--- src/design/ssd_consts.svh ---
/*
 constants of the step/direction input logic: register offsets, field positions, reset values and timing counts.
 assumes it is included by bare name from the design files of this block only.
*/
`ifndef SSD_CONSTS_SVH
`define SSD_CONSTS_SVH

// clock and link timing
`define SSD_CLK_HZ 50000000
`define SSD_PWM_MIN_HZ 15000
`define SSD_PWM_MAX_HZ 25000
// no pwm edge for two slowest periods means the line is stuck
`define SSD_PWM_TO_CYC ((2 * `SSD_CLK_HZ) / `SSD_PWM_MIN_HZ)

// register byte offsets
`define SSD_REG_CTRL 8'h00
`define SSD_REG_STEP_SIZE 8'h04
`define SSD_REG_SPEED1 8'h08
`define SSD_REG_SPEED2 8'h0C
`define SSD_REG_POS0 8'h10
`define SSD_REG_POS1 8'h14
`define SSD_REG_STATUS 8'h18
`define SSD_REG_DUTY 8'h1C

// control fields
`define SSD_CTRL_MODE_BIT 0
`define SSD_CTRL_POL_LSB 1
`define SSD_CTRL_INT_LSB 3

// reset values
`define SSD_CTRL_RST 5'h00
`define SSD_STEP_SIZE_RST 16'h0101
`define SSD_SPEED_RST 32'h0000_0000

// internal step generator
`define SSD_ACC_W 24
`define SSD_DUTY_W 14
`define SSD_PWM_GAIN_SH 4

`endif

--- src/design/ssd_pkg.sv ---
/*
 types shared by the step/direction input logic.
 assumes the constants header is compiled alongside.
*/
package ssd_pkg;

    typedef enum logic [0:0]
    {
        SSD_MODE_VOLT = 1'b0,
        SSD_MODE_PWM = 1'b1
    } ssd_speed_mode_t;

    typedef logic [15:0] ssd_rate_t;

endpackage : ssd_pkg

--- src/design/ssd_pwm_meas.sv ---
/*
 pwm duty measurement: latches the high time of each pwm period in clock cycles, less the rising cycle, which is not counted.
 assumes a synchronised pwm level; a line that stops toggling reads as 0 or full scale.
*/
`timescale 1ns/1ps
`include "ssd_consts.svh"

module ssd_pwm_meas #(
    parameter int CNT_W = `SSD_DUTY_W,
    parameter int TO_CYC = `SSD_PWM_TO_CYC
) (
    input wire logic clk_sys,
    input wire logic rst,
    input wire logic pwm_s,
    output logic [CNT_W-1:0] duty_q
);

    logic lvl_q;
    logic [CNT_W-1:0] hi_cnt_q;
    logic [CNT_W-1:0] per_cnt_q;

    wire logic rise = pwm_s & ~lvl_q;
    wire logic stuck = (per_cnt_q == CNT_W'(TO_CYC));

    always_ff @(posedge clk_sys or posedge rst)
    begin
        if (rst)
        begin
            lvl_q <= 1'b0;
            hi_cnt_q <= '0;
            per_cnt_q <= '0;
            duty_q <= '0;
        end
        else
        begin
            lvl_q <= pwm_s;
            if (rise)
            begin
                duty_q <= hi_cnt_q;
                hi_cnt_q <= '0;
                per_cnt_q <= '0;
            end
            else if (stuck)
            begin
                duty_q <= pwm_s ? '1 : '0;
                hi_cnt_q <= '0;
                per_cnt_q <= '0;
            end
            else
            begin
                per_cnt_q <= per_cnt_q + CNT_W'(1);
                hi_cnt_q <= hi_cnt_q + CNT_W'(pwm_s);
            end
        end
    end

endmodule : ssd_pwm_meas

--- src/design/ssd_step_dir.sv ---
/*
 step/direction input logic of a dual-axis stepper driver with speed control.
 assumes isolated inputs arrive as levels where 1 means the circuit is closed,
 and a register master that keeps the plain strobe protocol on clk_sys.
*/
`timescale 1ns/1ps
`include "ssd_consts.svh"

module ssd_step_dir #(
    parameter int POS_W = 32,
    parameter int PWM_TO_CYC = `SSD_PWM_TO_CYC
) (
    input wire logic clk_sys,
    input wire logic rst,
    input wire logic [1:0] step_in,
    input wire logic [1:0] dir_in,
    input wire logic [1:0] speed_sel_in,
    input wire logic [1:0] pwm_in,
    input wire logic [1:0] run_in,
    input wire logic [1:0] disable_in,
    input wire logic [7:0] bus_addr,
    input wire logic [31:0] bus_wdata,
    input wire logic bus_wr,
    input wire logic bus_rd,
    output logic [31:0] bus_rdata_q,
    output logic [1:0] step_rpt_q,
    output logic [1:0] dir_rpt_q,
    output logic [1:0] drv_en_q,
    output logic [1:0] int_step_q,
    output logic [2*POS_W-1:0] drv_pos_q
);

    ////////////////////////////////////////////////////////////////////////////////
    // input synchronisation

    logic [11:0] in_s;

    ssd_sync #(
        .W(12)
    ) u_sync (
        .clk_sys(clk_sys),
        .rst(rst),
        .async_in({disable_in, run_in, pwm_in, speed_sel_in, dir_in, step_in}),
        .sync_q(in_s)
    );

    wire logic [1:0] step_s = in_s[1:0];
    wire logic [1:0] dir_s = in_s[3:2];
    wire logic [1:0] sel_s = in_s[5:4];
    wire logic [1:0] pwm_s = in_s[7:6];
    wire logic [1:0] run_s = in_s[9:8];
    wire logic [1:0] dis_s = in_s[11:10];

    ////////////////////////////////////////////////////////////////////////////////
    // software registers

    logic [4:0] ctrl_q;
    logic [15:0] step_size_q;
    logic [31:0] speed1_q;
    logic [31:0] speed2_q;

    wire logic wr_ctrl = bus_wr && (bus_addr == `SSD_REG_CTRL);
    wire logic wr_size = bus_wr && (bus_addr == `SSD_REG_STEP_SIZE);
    wire logic wr_spd1 = bus_wr && (bus_addr == `SSD_REG_SPEED1);
    wire logic wr_spd2 = bus_wr && (bus_addr == `SSD_REG_SPEED2);
    wire logic [1:0] wr_pos = {bus_wr && (bus_addr == `SSD_REG_POS1), bus_wr && (bus_addr == `SSD_REG_POS0)};

    wire ssd_pkg::ssd_speed_mode_t mode = ssd_pkg::ssd_speed_mode_t'(ctrl_q[`SSD_CTRL_MODE_BIT]);
    wire logic [1:0] pol = ctrl_q[`SSD_CTRL_POL_LSB +: 2];
    wire logic [1:0] use_int = ctrl_q[`SSD_CTRL_INT_LSB +: 2];

    always_ff @(posedge clk_sys or posedge rst)
    begin
        if (rst)
        begin
            ctrl_q <= `SSD_CTRL_RST;
            step_size_q <= `SSD_STEP_SIZE_RST;
            speed1_q <= `SSD_SPEED_RST;
            speed2_q <= `SSD_SPEED_RST;
        end
        else
        begin
            if (wr_ctrl)
            begin
                ctrl_q <= bus_wdata[4:0];
            end
            if (wr_size)
            begin
                step_size_q <= bus_wdata[15:0];
            end
            if (wr_spd1)
            begin
                speed1_q <= bus_wdata;
            end
            if (wr_spd2)
            begin
                speed2_q <= bus_wdata;
            end
        end
    end

    ////////////////////////////////////////////////////////////////////////////////
    // rate helpers

    // pwm high time in cycles scaled to a phase increment, saturating
    function automatic ssd_pkg::ssd_rate_t pwm_to_rate(input logic [`SSD_DUTY_W-1:0] duty);
        logic [`SSD_DUTY_W+`SSD_PWM_GAIN_SH-1:0] wide;
        wide = {duty, {`SSD_PWM_GAIN_SH{1'b0}}};
        if (wide > (`SSD_DUTY_W+`SSD_PWM_GAIN_SH)'(16'hFFFF))
        begin
            pwm_to_rate = 16'hFFFF;
        end
        else
        begin
            pwm_to_rate = wide[15:0];
        end
    endfunction : pwm_to_rate

    ////////////////////////////////////////////////////////////////////////////////
    // per-axis stepping

    logic [POS_W-1:0] pos_w [2];
    logic [`SSD_DUTY_W-1:0] duty_w [2];

    genvar ax;
    generate
        for (ax = 0; ax < 2; ax++)
        begin : g_axis
            logic step_prev_q;
            logic [`SSD_ACC_W-1:0] acc_q;
            logic int_pulse_q;
            logic [POS_W-1:0] pos_q;
            logic rpt_step_q;
            logic rpt_dir_q;
            logic en_q;
            logic [POS_W-1:0] shown_q;

            ssd_pwm_meas #(
                .CNT_W(`SSD_DUTY_W),
                .TO_CYC(PWM_TO_CYC)
            ) u_pwm (
                .clk_sys(clk_sys),
                .rst(rst),
                .pwm_s(pwm_s[ax]),
                .duty_q(duty_w[ax])
            );

            wire ssd_pkg::ssd_rate_t spd1 = speed1_q[16*ax +: 16];
            wire ssd_pkg::ssd_rate_t spd2 = speed2_q[16*ax +: 16];
            wire ssd_pkg::ssd_rate_t volt_rate = sel_s[ax] ? spd2 : spd1;
            wire ssd_pkg::ssd_rate_t rate = (mode == ssd_pkg::SSD_MODE_PWM) ?
                pwm_to_rate(duty_w[ax]) : volt_rate;
            wire logic [`SSD_ACC_W:0] acc_sum = {1'b0, acc_q} + {{(`SSD_ACC_W-15){1'b0}}, rate};

            wire logic open_edge = step_prev_q & ~step_s[ax];
            wire logic advance = use_int[ax] ? int_pulse_q : open_edge;
            wire logic cw = dir_s[ax] ^ pol[ax];
            wire logic [POS_W-1:0] amt = POS_W'(step_size_q[8*ax +: 8]);
            wire logic [POS_W-1:0] pos_step = cw ? (pos_q + amt) : (pos_q - amt);

            // internal step clock: phase accumulator, held clear while run is open
            always_ff @(posedge clk_sys or posedge rst)
            begin
                if (rst)
                begin
                    acc_q <= '0;
                    int_pulse_q <= 1'b0;
                end
                else if (!run_s[ax])
                begin
                    acc_q <= '0;
                    int_pulse_q <= 1'b0;
                end
                else
                begin
                    acc_q <= acc_sum[`SSD_ACC_W-1:0];
                    int_pulse_q <= acc_sum[`SSD_ACC_W];
                end
            end

            // position counts regardless of the driver disable
            always_ff @(posedge clk_sys or posedge rst)
            begin
                if (rst)
                begin
                    step_prev_q <= 1'b0;
                    pos_q <= '0;
                end
                else
                begin
                    step_prev_q <= step_s[ax];
                    if (wr_pos[ax])
                    begin
                        pos_q <= POS_W'(bus_wdata);
                    end
                    else if (advance)
                    begin
                        pos_q <= pos_step;
                    end
                end
            end

            // repeat outputs and driver view of the position
            always_ff @(posedge clk_sys or posedge rst)
            begin
                if (rst)
                begin
                    rpt_step_q <= 1'b0;
                    rpt_dir_q <= 1'b0;
                    en_q <= 1'b0;
                    shown_q <= '0;
                end
                else
                begin
                    rpt_step_q <= step_s[ax];
                    rpt_dir_q <= cw;
                    en_q <= ~dis_s[ax];
                    if (!dis_s[ax])
                    begin
                        shown_q <= pos_q;
                    end
                end
            end

            assign pos_w[ax] = pos_q;
            assign step_rpt_q[ax] = rpt_step_q;
            assign dir_rpt_q[ax] = rpt_dir_q;
            assign drv_en_q[ax] = en_q;
            assign int_step_q[ax] = int_pulse_q;
            assign drv_pos_q[POS_W*ax +: POS_W] = shown_q;
        end
    endgenerate

    ////////////////////////////////////////////////////////////////////////////////
    // register read-back

    wire logic [31:0] status_w = {16'h0000, 4'h0, in_s};
    wire logic [31:0] duty_rd = {2'b00, duty_w[1], 2'b00, duty_w[0]};

    logic [31:0] rd_mux;

    always_comb
    begin
        unique case (bus_addr)
            `SSD_REG_CTRL: rd_mux = {27'h000_0000, ctrl_q};
            `SSD_REG_STEP_SIZE: rd_mux = {16'h0000, step_size_q};
            `SSD_REG_SPEED1: rd_mux = speed1_q;
            `SSD_REG_SPEED2: rd_mux = speed2_q;
            `SSD_REG_POS0: rd_mux = 32'(pos_w[0]);
            `SSD_REG_POS1: rd_mux = 32'(pos_w[1]);
            `SSD_REG_STATUS: rd_mux = status_w;
            `SSD_REG_DUTY: rd_mux = duty_rd;
            default: rd_mux = 32'h0000_0000;
        endcase
    end

    always_ff @(posedge clk_sys or posedge rst)
    begin
        if (rst)
        begin
            bus_rdata_q <= 32'h0000_0000;
        end
        else
        begin
            bus_rdata_q <= bus_rd ? rd_mux : 32'h0000_0000;
        end
    end

endmodule : ssd_step_dir

--- src/design/ssd_sync.sv ---
/*
 two-stage synchroniser for a group of isolated input levels.
 assumes inputs may change at any time relative to clk_sys.
*/
`timescale 1ns/1ps

module ssd_sync #(
    parameter int W = 12
) (
    input wire logic clk_sys,
    input wire logic rst,
    input wire logic [W-1:0] async_in,
    output logic [W-1:0] sync_q
);

    logic [W-1:0] meta_q;

    // first stage feeds only the second stage
    always_ff @(posedge clk_sys or posedge rst)
    begin
        if (rst)
        begin
            meta_q <= '0;
            sync_q <= '0;
        end
        else
        begin
            meta_q <= async_in;
            sync_q <= meta_q;
        end
    end

endmodule : ssd_sync

--- config.mk ---
export PLATFORM = sky130hd
export DESIGN_NAME = ssd_step_dir
export DESIGN_NICKNAME = d
export VERILOG_FILES = /design/src/design/ssd_pkg.sv /design/src/design/ssd_pwm_meas.sv /design/src/design/ssd_step_dir.sv /design/src/design/ssd_sync.sv
export VERILOG_INCLUDE_DIRS = /design/src /design/src/design
export SDC_FILE = /design/constraint.sdc
export NUM_CORES = 1
export LEC_CHECK = 0
export BUFFER_PORTS_ARGS = -buffer_cell sky130_fd_sc_hd__buf_2
export CAP_MARGIN = 10
export CORE_AREA = 8 8 325 248
export CTS_CLUSTER_SIZE = 24
export DETAILED_ROUTE_END_ITERATION = 6
export DIE_AREA = 0 0 333 256
export PLACE_DENSITY = 0.5
export SLEW_MARGIN = 20
export SYNTH_ARGS = -nofsm -noshare
export SYNTH_HDL_FRONTEND = slang
export SYNTH_SLANG_ARGS = --single-unit
--- constraint.sdc ---
create_clock -name clk_sys -period 22.4 [get_ports clk_sys]
set_clock_uncertainty 0.1 [all_clocks]
set_input_delay 1.12 -clock clk_sys [delete_from_list [all_inputs] [get_ports clk_sys]]
set_output_delay 1.12 -clock clk_sys [all_outputs]
set_load 0.01 [all_outputs]
Yosys cells after proc, flatten, opt, wreduce, memory -nomap -nowiden:

Index checks and enable logic that the tools add are counted.

* register bits after elaboration: 411
* input bits: 56
* output and inout bits: 104
* logic and storage cells: 107

* $add $sub $neg: 10
* magnitude comparators: 2
* eq/ne operators: 9
* multiplexer cells: 34
* bitwise operators: 12
* reductions and logical operators: 11

Operator list (count)
* $pmux 32 s8: 1
* $mux 32: 7
* $mux 14: 14
* $mux 16: 6
* $add 32x8->32: 2
* $sub 32x8->32: 2
* $add 24x16->25: 2
* $mux 24: 2
* $gt 18x16->1 const B: 2
* $eq 8x5->1 const B: 4
* $add 14x1->14: 2
* $add 14x1->14 const B: 2
* $eq 14x13->1 const B: 2
* $eq 8x4->1 const B: 2
* $eq 8x3->1 const B: 1
* $logic_not 8->1: 1
* $reduce_bool 2->1: 4
* $logic_and 1x1->1: 6
* $not 1->1: 6
* $and 1x1->1: 4
* $mux 1: 4
* $xor 1x1->1: 2

Logic depth before layout (Yosys ltp):

Gate-level depths: netlist of run 1.

* depth in word-level cells: 5
* mapped depth: 19
* mapped depth without buffers: 17

Cells and area by module:

Synthesis of run 1 repeated with hierarchy kept, for this count alone.

* cell total of the unflattened synthesis: 2225
* area, all modules: 22597.9 µm²

By module, submodules not included
* ssd_step_dir: instances 1, cells each 1800, area an instance 17899.7 µm², sequential area each 7534.7 µm²
* ssd_pwm_meas: instances 2, cells each 200, area an instance 2047.0 µm², sequential area each 1076.0 µm²
* ssd_sync: instances 1, cells each 25, area an instance 604.3 µm², sequential area each 600.6 µm²

Least setup slack after synthesis of run 1:

OpenSTA, ideal clock, no wires.

* path kind: register -> register
* start point: register step_size_q[8]
* end point: register g_axis[1].pos_q[31]
* library setup time: 0.082 ns
* data arrival time: 4.189 ns
* required time: 22.218 ns
* slack: 18.029 ns
* stages on the path, launching flop included: 20
* period minus slack after synthesis: 4.371 ns
* cells stage by stage: dfstp_2 inv_1 ha_1 nor3b_1 a21o_1 buf_2 inv_4 clkbuf_1 ha_1 a21o_1 a21oi_1 o21bai_1 a2111oi_0 nor4_1 o22ai_1 nand3b_1 a2bb2oi_1 xnor2_1 or3_1 a31oi_1

* cells in the longest elaborated chain, start to end: 4
* elaborated cells on any way between the ends: 5
* classes of those cells: add/sub: 2; mux: 3

RTL lines
* from (decl): RTL line ssd_step_dir.sv:58 `logic [15:0] step_size_q;`
* from (signal assigned): RTL line ssd_step_dir.sv:77 `` step_size_q <= `SSD_STEP_SIZE_RST; ``
* from (signal assigned): RTL line ssd_step_dir.sv:89 `step_size_q <= bus_wdata[15:0];`
* $sub 32x8->32 or $add 32x8->32 (tied branches): RTL line ssd_step_dir.sv:159 `wire logic [POS_W-1:0] pos_step = cw ? (pos_q + amt) : (pos_q - amt);`
* $mux 32 *: RTL line ssd_step_dir.sv:159
* $mux 32 *: RTL line ssd_step_dir.sv:196 `else if (advance)`
* $mux 32 *: RTL line ssd_step_dir.sv:192 `if (wr_pos[ax])`
* to (signal assigned): RTL line ssd_step_dir.sv:194 `pos_q <= POS_W'(bus_wdata);`
* to (signal assigned): RTL line ssd_step_dir.sv:198 `pos_q <= pos_step;`
* to (decl): RTL line ssd_step_dir.sv:132 `logic [POS_W-1:0] pos_q;`

Mark *: on every way between the ends. The rest lies on a longest branch, timed or not. The select of a mux whose other input is x is not followed.
A chain may end at the register's enable or synchronous reset.

Final worst setup path of run 1:

* start point: register step_size_q[5]
* end point: register g_axis[0].pos_q[24]

* cells in the longest elaborated chain, start to end: 4
* elaborated cells on any way between the ends: 5
* classes of those cells: add/sub: 2; mux: 3

RTL lines (RTL line)
* $sub 32x8->32 or $add 32x8->32 (tied branches): ssd_step_dir.sv:159
* $mux 32 *: ssd_step_dir.sv:159
* $mux 32 *: ssd_step_dir.sv:196
* $mux 32 *: ssd_step_dir.sv:192
* to (signal assigned): ssd_step_dir.sv:194
* to (signal assigned): ssd_step_dir.sv:198
* to (decl): ssd_step_dir.sv:132

Marked as above.

==> impl_results.md, run 1 <==
- Seq cells post-synth: 411
- Endpoints failing hold: 0
- Clock latency on the worst-skew pair: 0.61 ns
- Ports: 160
- Slowest stage delay, CP: 0.78 ns
- CTS tree: done
- Hold_sp: u_sync.meta_q[11]
- Core area: 75800 µm²
- Via-to-Cell Ratio: 5.31
- DPL Wire Length: 55200 µm
- Setup CP Type: register to register
- Synthesized area: 22300 µm²
- Initial Utilization: 0.295
- H-tree depth: 2
- WL per Instance: 22.1 µm
- Commonest non-fill, non-tap cells in the layout: dfrtp_1, nor2_1, buf_2, nand2_1, a21oi_1
- Outcome: finished, final reports clean
- Synth-to-Final Area Change: 15.9%
- Max Cap Violations: 0
- GPL Wtd Cong: 0.901
- Req. time, crit path: 22.84 ns
- Quantity of gates resized following cts: 0
- Simple-gate share of the synthesized area: 0.134
- Die Wd: 333 µm
- Post-CTS Setup Bufs: 0
- Detail Route Antenna Nets: 0
- Warnings, synthesis: 0
- Max clock buf depth: 3
- CP max stage cell: nor4b_1
- Max FO, Critical Path: 4
- DRC errors left: 0
- Initial antenna violation count: 9
- Total Wirelength: 74900 µm
- Clk Tree Root Cell: clkbuf_16
- Worst path most repeated cell: ha_1
- Nets: 2512
- Setup_tns: 0 ns
- Crit path capture type: register
- Port Buffers: 159
- Yosys cell types: 83
- Vias in the first global route: 17400
- Max IR drop VDD: 0.0554 mV
- Synth Area in XOR/XNOR: 0.0525
- Syn Nets: 2387
- Largest net degree at the start of global routing: 112
- Cell family with most CP delay: compound AO/OA/AOI/OAI gates
- Average size of a mapped cell: 10.0 µm²
- Post-synth ARST share: 1.00
- Worst Tran Pin Value: 1.03 ns
- WP buf/inv: 0
- Commonest non-fill, non-tap cell in the layout: dfrtp_1
- Largest family of logic cells by synthesized area: compound AO/OA/AOI/OAI gates
- Post-Synth Adder-Cell Area: 0.0632
- Unrepaired setup endpoints after global routing: false
- Pwr dens: 105 nW/µm²
- Slew HR: 0.308
- Overflow after GRT: 0
- CP Launch Type: register
- Reg-to-reg setup timing slack: 17.44 ns
- Leakage dissipation: 11.9 nW
- Dominant synthesized flop cell: dfrtp_1
- FILL cells: 7660
- Rows: 88
- Pre-antenna DRT Iters: 5
- Final Slew Violations: 0
- Arrival time worst endpoint: 5.40 ns
- PnR Total Power: 2.71 mW
- Post-synthesis mux area share: 0.0946
- Synthesized instance count: 2227
- Fin crit period: 4.96 ns
- Total vias in the final route: 18000
- Beginning of the critical path: step_size_q[5]
- Gr usage total: 0.171
- First-pass GRT wire length: 113000 µm
- Worst r2r src: step_size_q[5]
- Number of DRC markers in iteration 0: 1647
- Tcrit/Tclk final: 0.221
- DIE AREA: 85200 µm²
- Clk sinks: 411
- Hold Path Class: register to register
- Clock-pin slew on the worst setup and hold paths: 0.07 ns
- Seq/Total Area, Yosys: 0.460
- Post-synthesis compound-gate area fraction: 0.165
- CTS buffer count: 48
- Final setup fails: 0
- Cells along the critical path: nor4_2 -> nor4b_1 -> ha_1 -> mux2_2 -> ha_1 -> o21ai_0 -> o31a_1 -> o311ai_1 -> a41oi_2 -> nor3b_1 -> a311o_1 -> xor2_1 -> mux2i_1 -> a21oi_1
- Die H: 256 µm
- Layout cells sized above 1: 0.188
- Fmax: 0.202 GHz
- Post-synth EDFFs: 0
- Hold_buf cts: 0
==> cell usage after synthesis, types with 6 or more instances <==
cell type  instances  area, µm²
maj3_1             8       80.1
o211ai_1           9       67.6
o21ai_0           47        235
a21oi_1          158        791
dfrtp_1          409      10200
inv_1             54        203
nand2b_1          17        106
xor2_1            69        604
o22ai_1           34        213
a22oi_1           80        601
and2_1            26        163
o21ai_1           37        185
clkbuf_1          85        319
nor2_1           242        908
o21a_1            16        120
xnor2_1           65        569
nor2b_1           16        100
o31ai_1            6       45.0
a21o_1            40        300
mux2_2           155       1750
a222oi_1           7       70.1
a41oi_1            6       52.6
a31oi_1           50        313
nand2_1          159        597
nand4_1           16        100
o21bai_1           7       52.6
mux2i_1           12        120
or3_1             12       75.1
buf_4              8       60.1
a211oi_1          13       97.6
nor4_1             7       43.8
mux2_1            22        248
ha_1             100       1250
buf_1             13       48.8
and3_1            28        175
nand3_1           44        220
o22a_1            24        210
nor3_1            38        190
==> power breakdown <==
| group | internal, mW | switching, mW | leakage (nW) |
|---|---|---|---|
| Clock | 0.511 | 0.334 | 0.836 |
| Sequential | 0.883 | 0.204 | 5.29 |
| Combinational | 0.343 | 0.439 | 5.79 |
==> worst paths after layout <==
path / endpoint / cells after the start
worst max register to register: g_axis[0].pos_q[24] / 14
worst min register to register: u_sync.sync_q[11] / 0
min in group asynchronous: g_axis[0].pos_q[0] / 2
worst max-delay path: g_axis[0].pos_q[24] / 14
max in group asynchronous: u_sync.sync_q[11] / 4
worst min-delay path: u_sync.sync_q[11] / 0
==> worst register-to-register path: stages (launching register included) <==
cell	delay, ns
dfrtp_1	0.43
nor4_2	0.38
nor4b_1	0.78
ha_1	0.37
mux2_2	0.26
ha_1	0.33
o21ai_0	0.17
o31a_1	0.36
o311ai_1	0.54
a41oi_2	0.25
nor3b_1	0.27
a311o_1	0.21
xor2_1	0.18
mux2i_1	0.10
a21oi_1	0.15
==> cell type report <==
cell class                 count  area (µm²)  area share
multi-input combinational   1648       11400       0.441
sequential                   411       10300       0.397
clock buffer                  72        1470      0.0569
tap                          990        1240      0.0478
timing repair buffer         186        1000      0.0387
clock inverter                16         225     0.00870
inverter                      57         224     0.00865
antenna                        5        12.5    0.000483
==> per-stage QoR <==
stage	cells	setup slack, ns	utilization	area [µm²]	hold slack (ns)
final	3385	17.44	0.342	25900	0.249
after global placement	3292	17.60	0.319	24200	0.232
after global routing	3381	17.11	0.342	25900	0.253
after detailed placement	3292	17.54	0.319	24200	0.236
after floorplan	2227	9.75	-	22300	0.231
after CTS	3380	17.50	0.342	25900	0.250
==> cells by family (layout without fill, tap and decap cells) <==
logic type / Yosys count / after routing
other cells: 0 / 5
simple gates: 643 / 643
xor+xnor: 134 / 134
buf+inv: 168 / 331
mux: 189 / 189
flops: 411 / 411
compound gates: 570 / 570
fa+ha+maj: 112 / 112
==> metal layers <==
| layer | track usage | part of all wire |
|---|---|---|
| met1 | 0.260 | 0.50 |
| met2 | 0.234 | 0.40 |
| met3 | 0.0519 | 0.086 |
| met4 | 0.0350 | 0.016 |
| met5 | 0 | 0.00045 |
==> sequential cells by signal, indices dropped and copies added (netlist names), 5 cells and up <==
name and flops:
g_axis.shown_q 64, speed1_q 32, g_axis.acc_q 48, u_sync.meta_q 12, ctrl_q 5, bus_rdata_q 32, g_axis.u_pwm.hi_cnt_q 28, g_axis.u_pwm.duty_q 28
g_axis.u_pwm.per_cnt_q 28, u_sync.sync_q 12, step_size_q 16, speed2_q 32, g_axis.pos_q 64
No activity file was read; power rests on OpenSTA's default activity.
==> run 2, diff against run 1 <==
--- a/config.mk
+++ b/config.mk
@@ -12,7 +12,7 @@
 export CTS_CLUSTER_SIZE = 24
 export DETAILED_ROUTE_END_ITERATION = 6
 export DIE_AREA = 0 0 333 256
-export PLACE_DENSITY = 0.5
+export PLACE_DENSITY = 0.52
 export SLEW_MARGIN = 20
 export SYNTH_ARGS = -nofsm -noshare
 export SYNTH_HDL_FRONTEND = slang
==> constraint.sdc (replaced) <==
create_clock -name clk_sys -period 4.05 [get_ports clk_sys]
set_clock_uncertainty 0.1 [all_clocks]
set_input_delay 0.2025 -clock clk_sys [delete_from_list [all_inputs] [get_ports clk_sys]]
set_output_delay 0.2025 -clock clk_sys [all_outputs]
set_load 0.01 [all_outputs]
==> run 2 against run 1 <==
Against the previous run:
- wire length grew 3.2%
- clock power grew to 5.6 times the previous value
- sequential share of layout area shrank 2.8 points
- power grew to 5.9 times the previous value
- critical path depth grew 5
- highest routed layer unchanged
==> impl_results.md, run 2 (synthesis results as in run 1) <==
- Die H: 256 µm (unchanged)
- Vias in the first global route: 18500 (was 17400)
- Slew HR: 0.295 (was 0.308)
- Ports: 160 (unchanged)
- Fmax: 0.250 GHz (was 0.202 GHz)
- Largest net degree at the start of global routing: 119 (was 112)
- Commonest non-fill, non-tap cells in the layout: dfrtp_1, nor2_1, buf_2, nand2_1, buf_4 (was dfrtp_1, nor2_1, buf_2, nand2_1, a21oi_1)
- Clock latency on the worst-skew pair: 0.60 ns (was 0.61 ns)
- Pre-antenna DRT Iters: 5 (unchanged)
- Cells on Worst Hold Path: 2 (was 0)
- WL per Instance: 21.7 µm (was 22.1 µm)
- Hold Path Class: primary input to register (was register to register)
- CTS buffer count: 48 (unchanged)
- Die Wd: 333 µm (unchanged)
- Clock-pin slew on the worst setup and hold paths: 0.06 ns (was 0.07 ns)
- CP Launch Type: register (unchanged)
- DRC errors left: 0 (unchanged)
- Clk sinks: 411 (unchanged)
- Endpoints failing hold: 0 (unchanged)
- PnR Total Power: 16.0 mW (was 2.71 mW)
- Leakage dissipation: 12.9 nW (was 11.9 nW)
- Number of DRC markers in iteration 0: 1777 (was 1647)
- Unrepaired setup endpoints after global routing: true (was false)
- Initial Utilization: 0.295 (unchanged)
- Worst Tran Pin Value: 1.05 ns (was 1.03 ns)
- Register area: 10300 µm² (about the same)
- Setup CP Type: register to register (unchanged)
- Max FO, Critical Path: 2 (was 4)
- Max IR drop VDD: 0.371 mV (was 0.0554 mV)
- Reg-to-reg setup timing slack: 0.05 ns (was 17.44 ns)
- FILL cells: 7577 (was 7660)
- Core area: 75800 µm² (unchanged)
- Via-to-Cell Ratio: 5.24 (was 5.31)
- Final Util: 0.368 (was 0.342)
- Pwr dens: 572 nW/µm² (was 105 nW/µm²)
- Max Cap Violations: 0 (unchanged)
- Final setup fails: 0 (unchanged)
- DPL Wire Length: 57300 µm (was 55200 µm)
- Nets: 2689 (was 2512)
- Worst r2r src: step_size_q[9] (was step_size_q[5])
- Crit path capture type: register (unchanged)
- Arrival time worst endpoint: 4.41 ns (was 5.40 ns)
- Total Wirelength: 77300 µm (was 74900 µm)
- Max clock buf depth: 3 (unchanged)
- Multi-input gate area in the final layout: 11900 µm² (was 11400 µm²)
- Clk Tree Root Cell: clkbuf_16 (unchanged)
- Gr usage total: 0.175 (was 0.171)
- H-tree depth: 2 (unchanged)
- Total vias in the final route: 18700 (was 18000)
- CTS tree: done (unchanged)
- Commonest non-fill, non-tap cell in the layout: dfrtp_1 (unchanged)
- Tcrit/Tclk final: 0.987 (was 0.221)
- First-pass GRT wire length: 118000 µm (was 113000 µm)
- Layout cells sized above 1: 0.253 (was 0.188)
- Beginning of the critical path: step_size_q[9] (was step_size_q[5])
- Fin crit period: 4.00 ns (was 4.96 ns)
- GPL Wtd Cong: 0.885 (was 0.901)
- Hold_sp: step_in[1] (was u_sync.meta_q[11])
- Overflow after GRT: 0 (unchanged)
- Synth-to-Final Area Change: 24.8% (was 15.9%)
- Detail Route Antenna Nets: 0 (unchanged)
- Req. time, crit path: 4.46 ns (was 22.84 ns)
- Rows: 88 (unchanged)
- Port Buffers: 159 (unchanged)
- Final Slew Violations: 0 (unchanged)
- Top flop regs: g_axis.pos_q x64, g_axis.shown_q x64, g_axis.acc_q x48 (unchanged)
- DIE AREA: 85200 µm² (unchanged)
- Initial antenna violation count: 5 (was 9)
- Worst-case reg-to-reg path depth: 19 (was 14)
- Outcome: finished, final reports clean (unchanged)
run 2: changes by cell type in the layout (fill, tap and decap cells not counted), moves of 4 or more:
cell	change
o41ai_2	+4
buf_4	+128
a21oi_1	-16
a21oi_2	+14
diode_2	-4
ha_1	-8
ha_4	+7
o22ai_2	+4
o22ai_1	-4
a31oi_1	-4
o41ai_1	-4
dlygate4sd3_1	+46
run 2: area by class of cell:
| cell class | instances | share of cell area |
|---|---|---|
| Antenna cell | 1 | 0.0000897 |
| Clock buffer | 72 | 0.0532 |
| Clock inverter | 14 | 0.00866 |
| Inverter | 57 | 0.00789 |
| Multi-Input combinational cell | 1648 | 0.428 |
| Sequential cell | 411 | 0.369 |
| Tap cell | 990 | 0.0444 |
| Timing Repair Buffer | 363 | 0.0890 |
run 2: report_power, final:
group	leakage, nW	internal (mW)	switching (mW)	total, mW
sequential	5.29	4.88	1.12	6.00
combinational	6.79	2.47	2.77	5.24
clock	0.848	2.90	1.81	4.71
total	12.9	10.3	5.69	16.0
run 2: repair_timing:
| item | 4_1_cts | 5_1_grt |
|---|---|---|
| pin swaps | 8 | 51 |
| resized for setup | 13 | 77 |
| endpoints found under the setup margin | 16 | 37 |
| hold buffers | 46 | 0 |
| gates cloned | 0 | 0 |
| buffers inserted | 1 | 15 |
| endpoints found under the hold margin | 177 | 0 |
run 2: worst max-delay path: stages (launching register included):
cell	delay, ns
dfrtp_1	0.41
nor3_4	0.18
nand2b_1	0.13
nor4_4	0.30
ha_1	0.29
mux2_4	0.29
ha_4	0.16
a21o_1	0.18
a21oi_4	0.17
o21bai_4	0.11
a2111oi_4	0.41
buf_4	0.20
buf_6	0.09
nor2_4	0.03
a21o_1	0.16
a21oi_2	0.18
o41ai_2	0.11
xor2_1	0.16
nand2_1	0.07
a31oi_1	0.17
run 2: per-layer routing:
| metal | vias up | share of wire | GRT usage |
|---|---|---|---|
| met3 | 112 | 0.092 | 0.0494 |
| met4 | 4 | 0.023 | 0.0413 |
| met1 | 9246 | 0.48 | 0.266 |
| met2 | 636 | 0.40 | 0.241 |
| met5 | - | 0.00035 | 0 |
| li1 | 8653 | - | - |
run 2: path summary, 6_finish.rpt:
kind / endpoint
worst max-delay path: g_axis[1].pos_q[17]
worst max register to register: g_axis[1].pos_q[17]
worst min register to register: u_sync.sync_q[0]
max in group asynchronous: u_sync.sync_q[11]
min in group asynchronous: u_sync.meta_q[10]
worst min-delay path: u_sync.meta_q[1]
run 2: per-stage QoR:
stage,setup slack (ns),instances,hold WS (ns),instance area (µm²),setup TNS [ns]
after global routing,-0.132,3555,0.132,27900,-0.703
after floorplan,-1.79,2227,0.134,22400,-732.84
after CTS,0.00474,3542,0.113,27400,0
after global placement,-0.109,3409,0.211,25100,-0.221
final,0.0537,3556,0.143,27900,0
after detailed placement,-0.272,3409,0.212,25100,-1.39
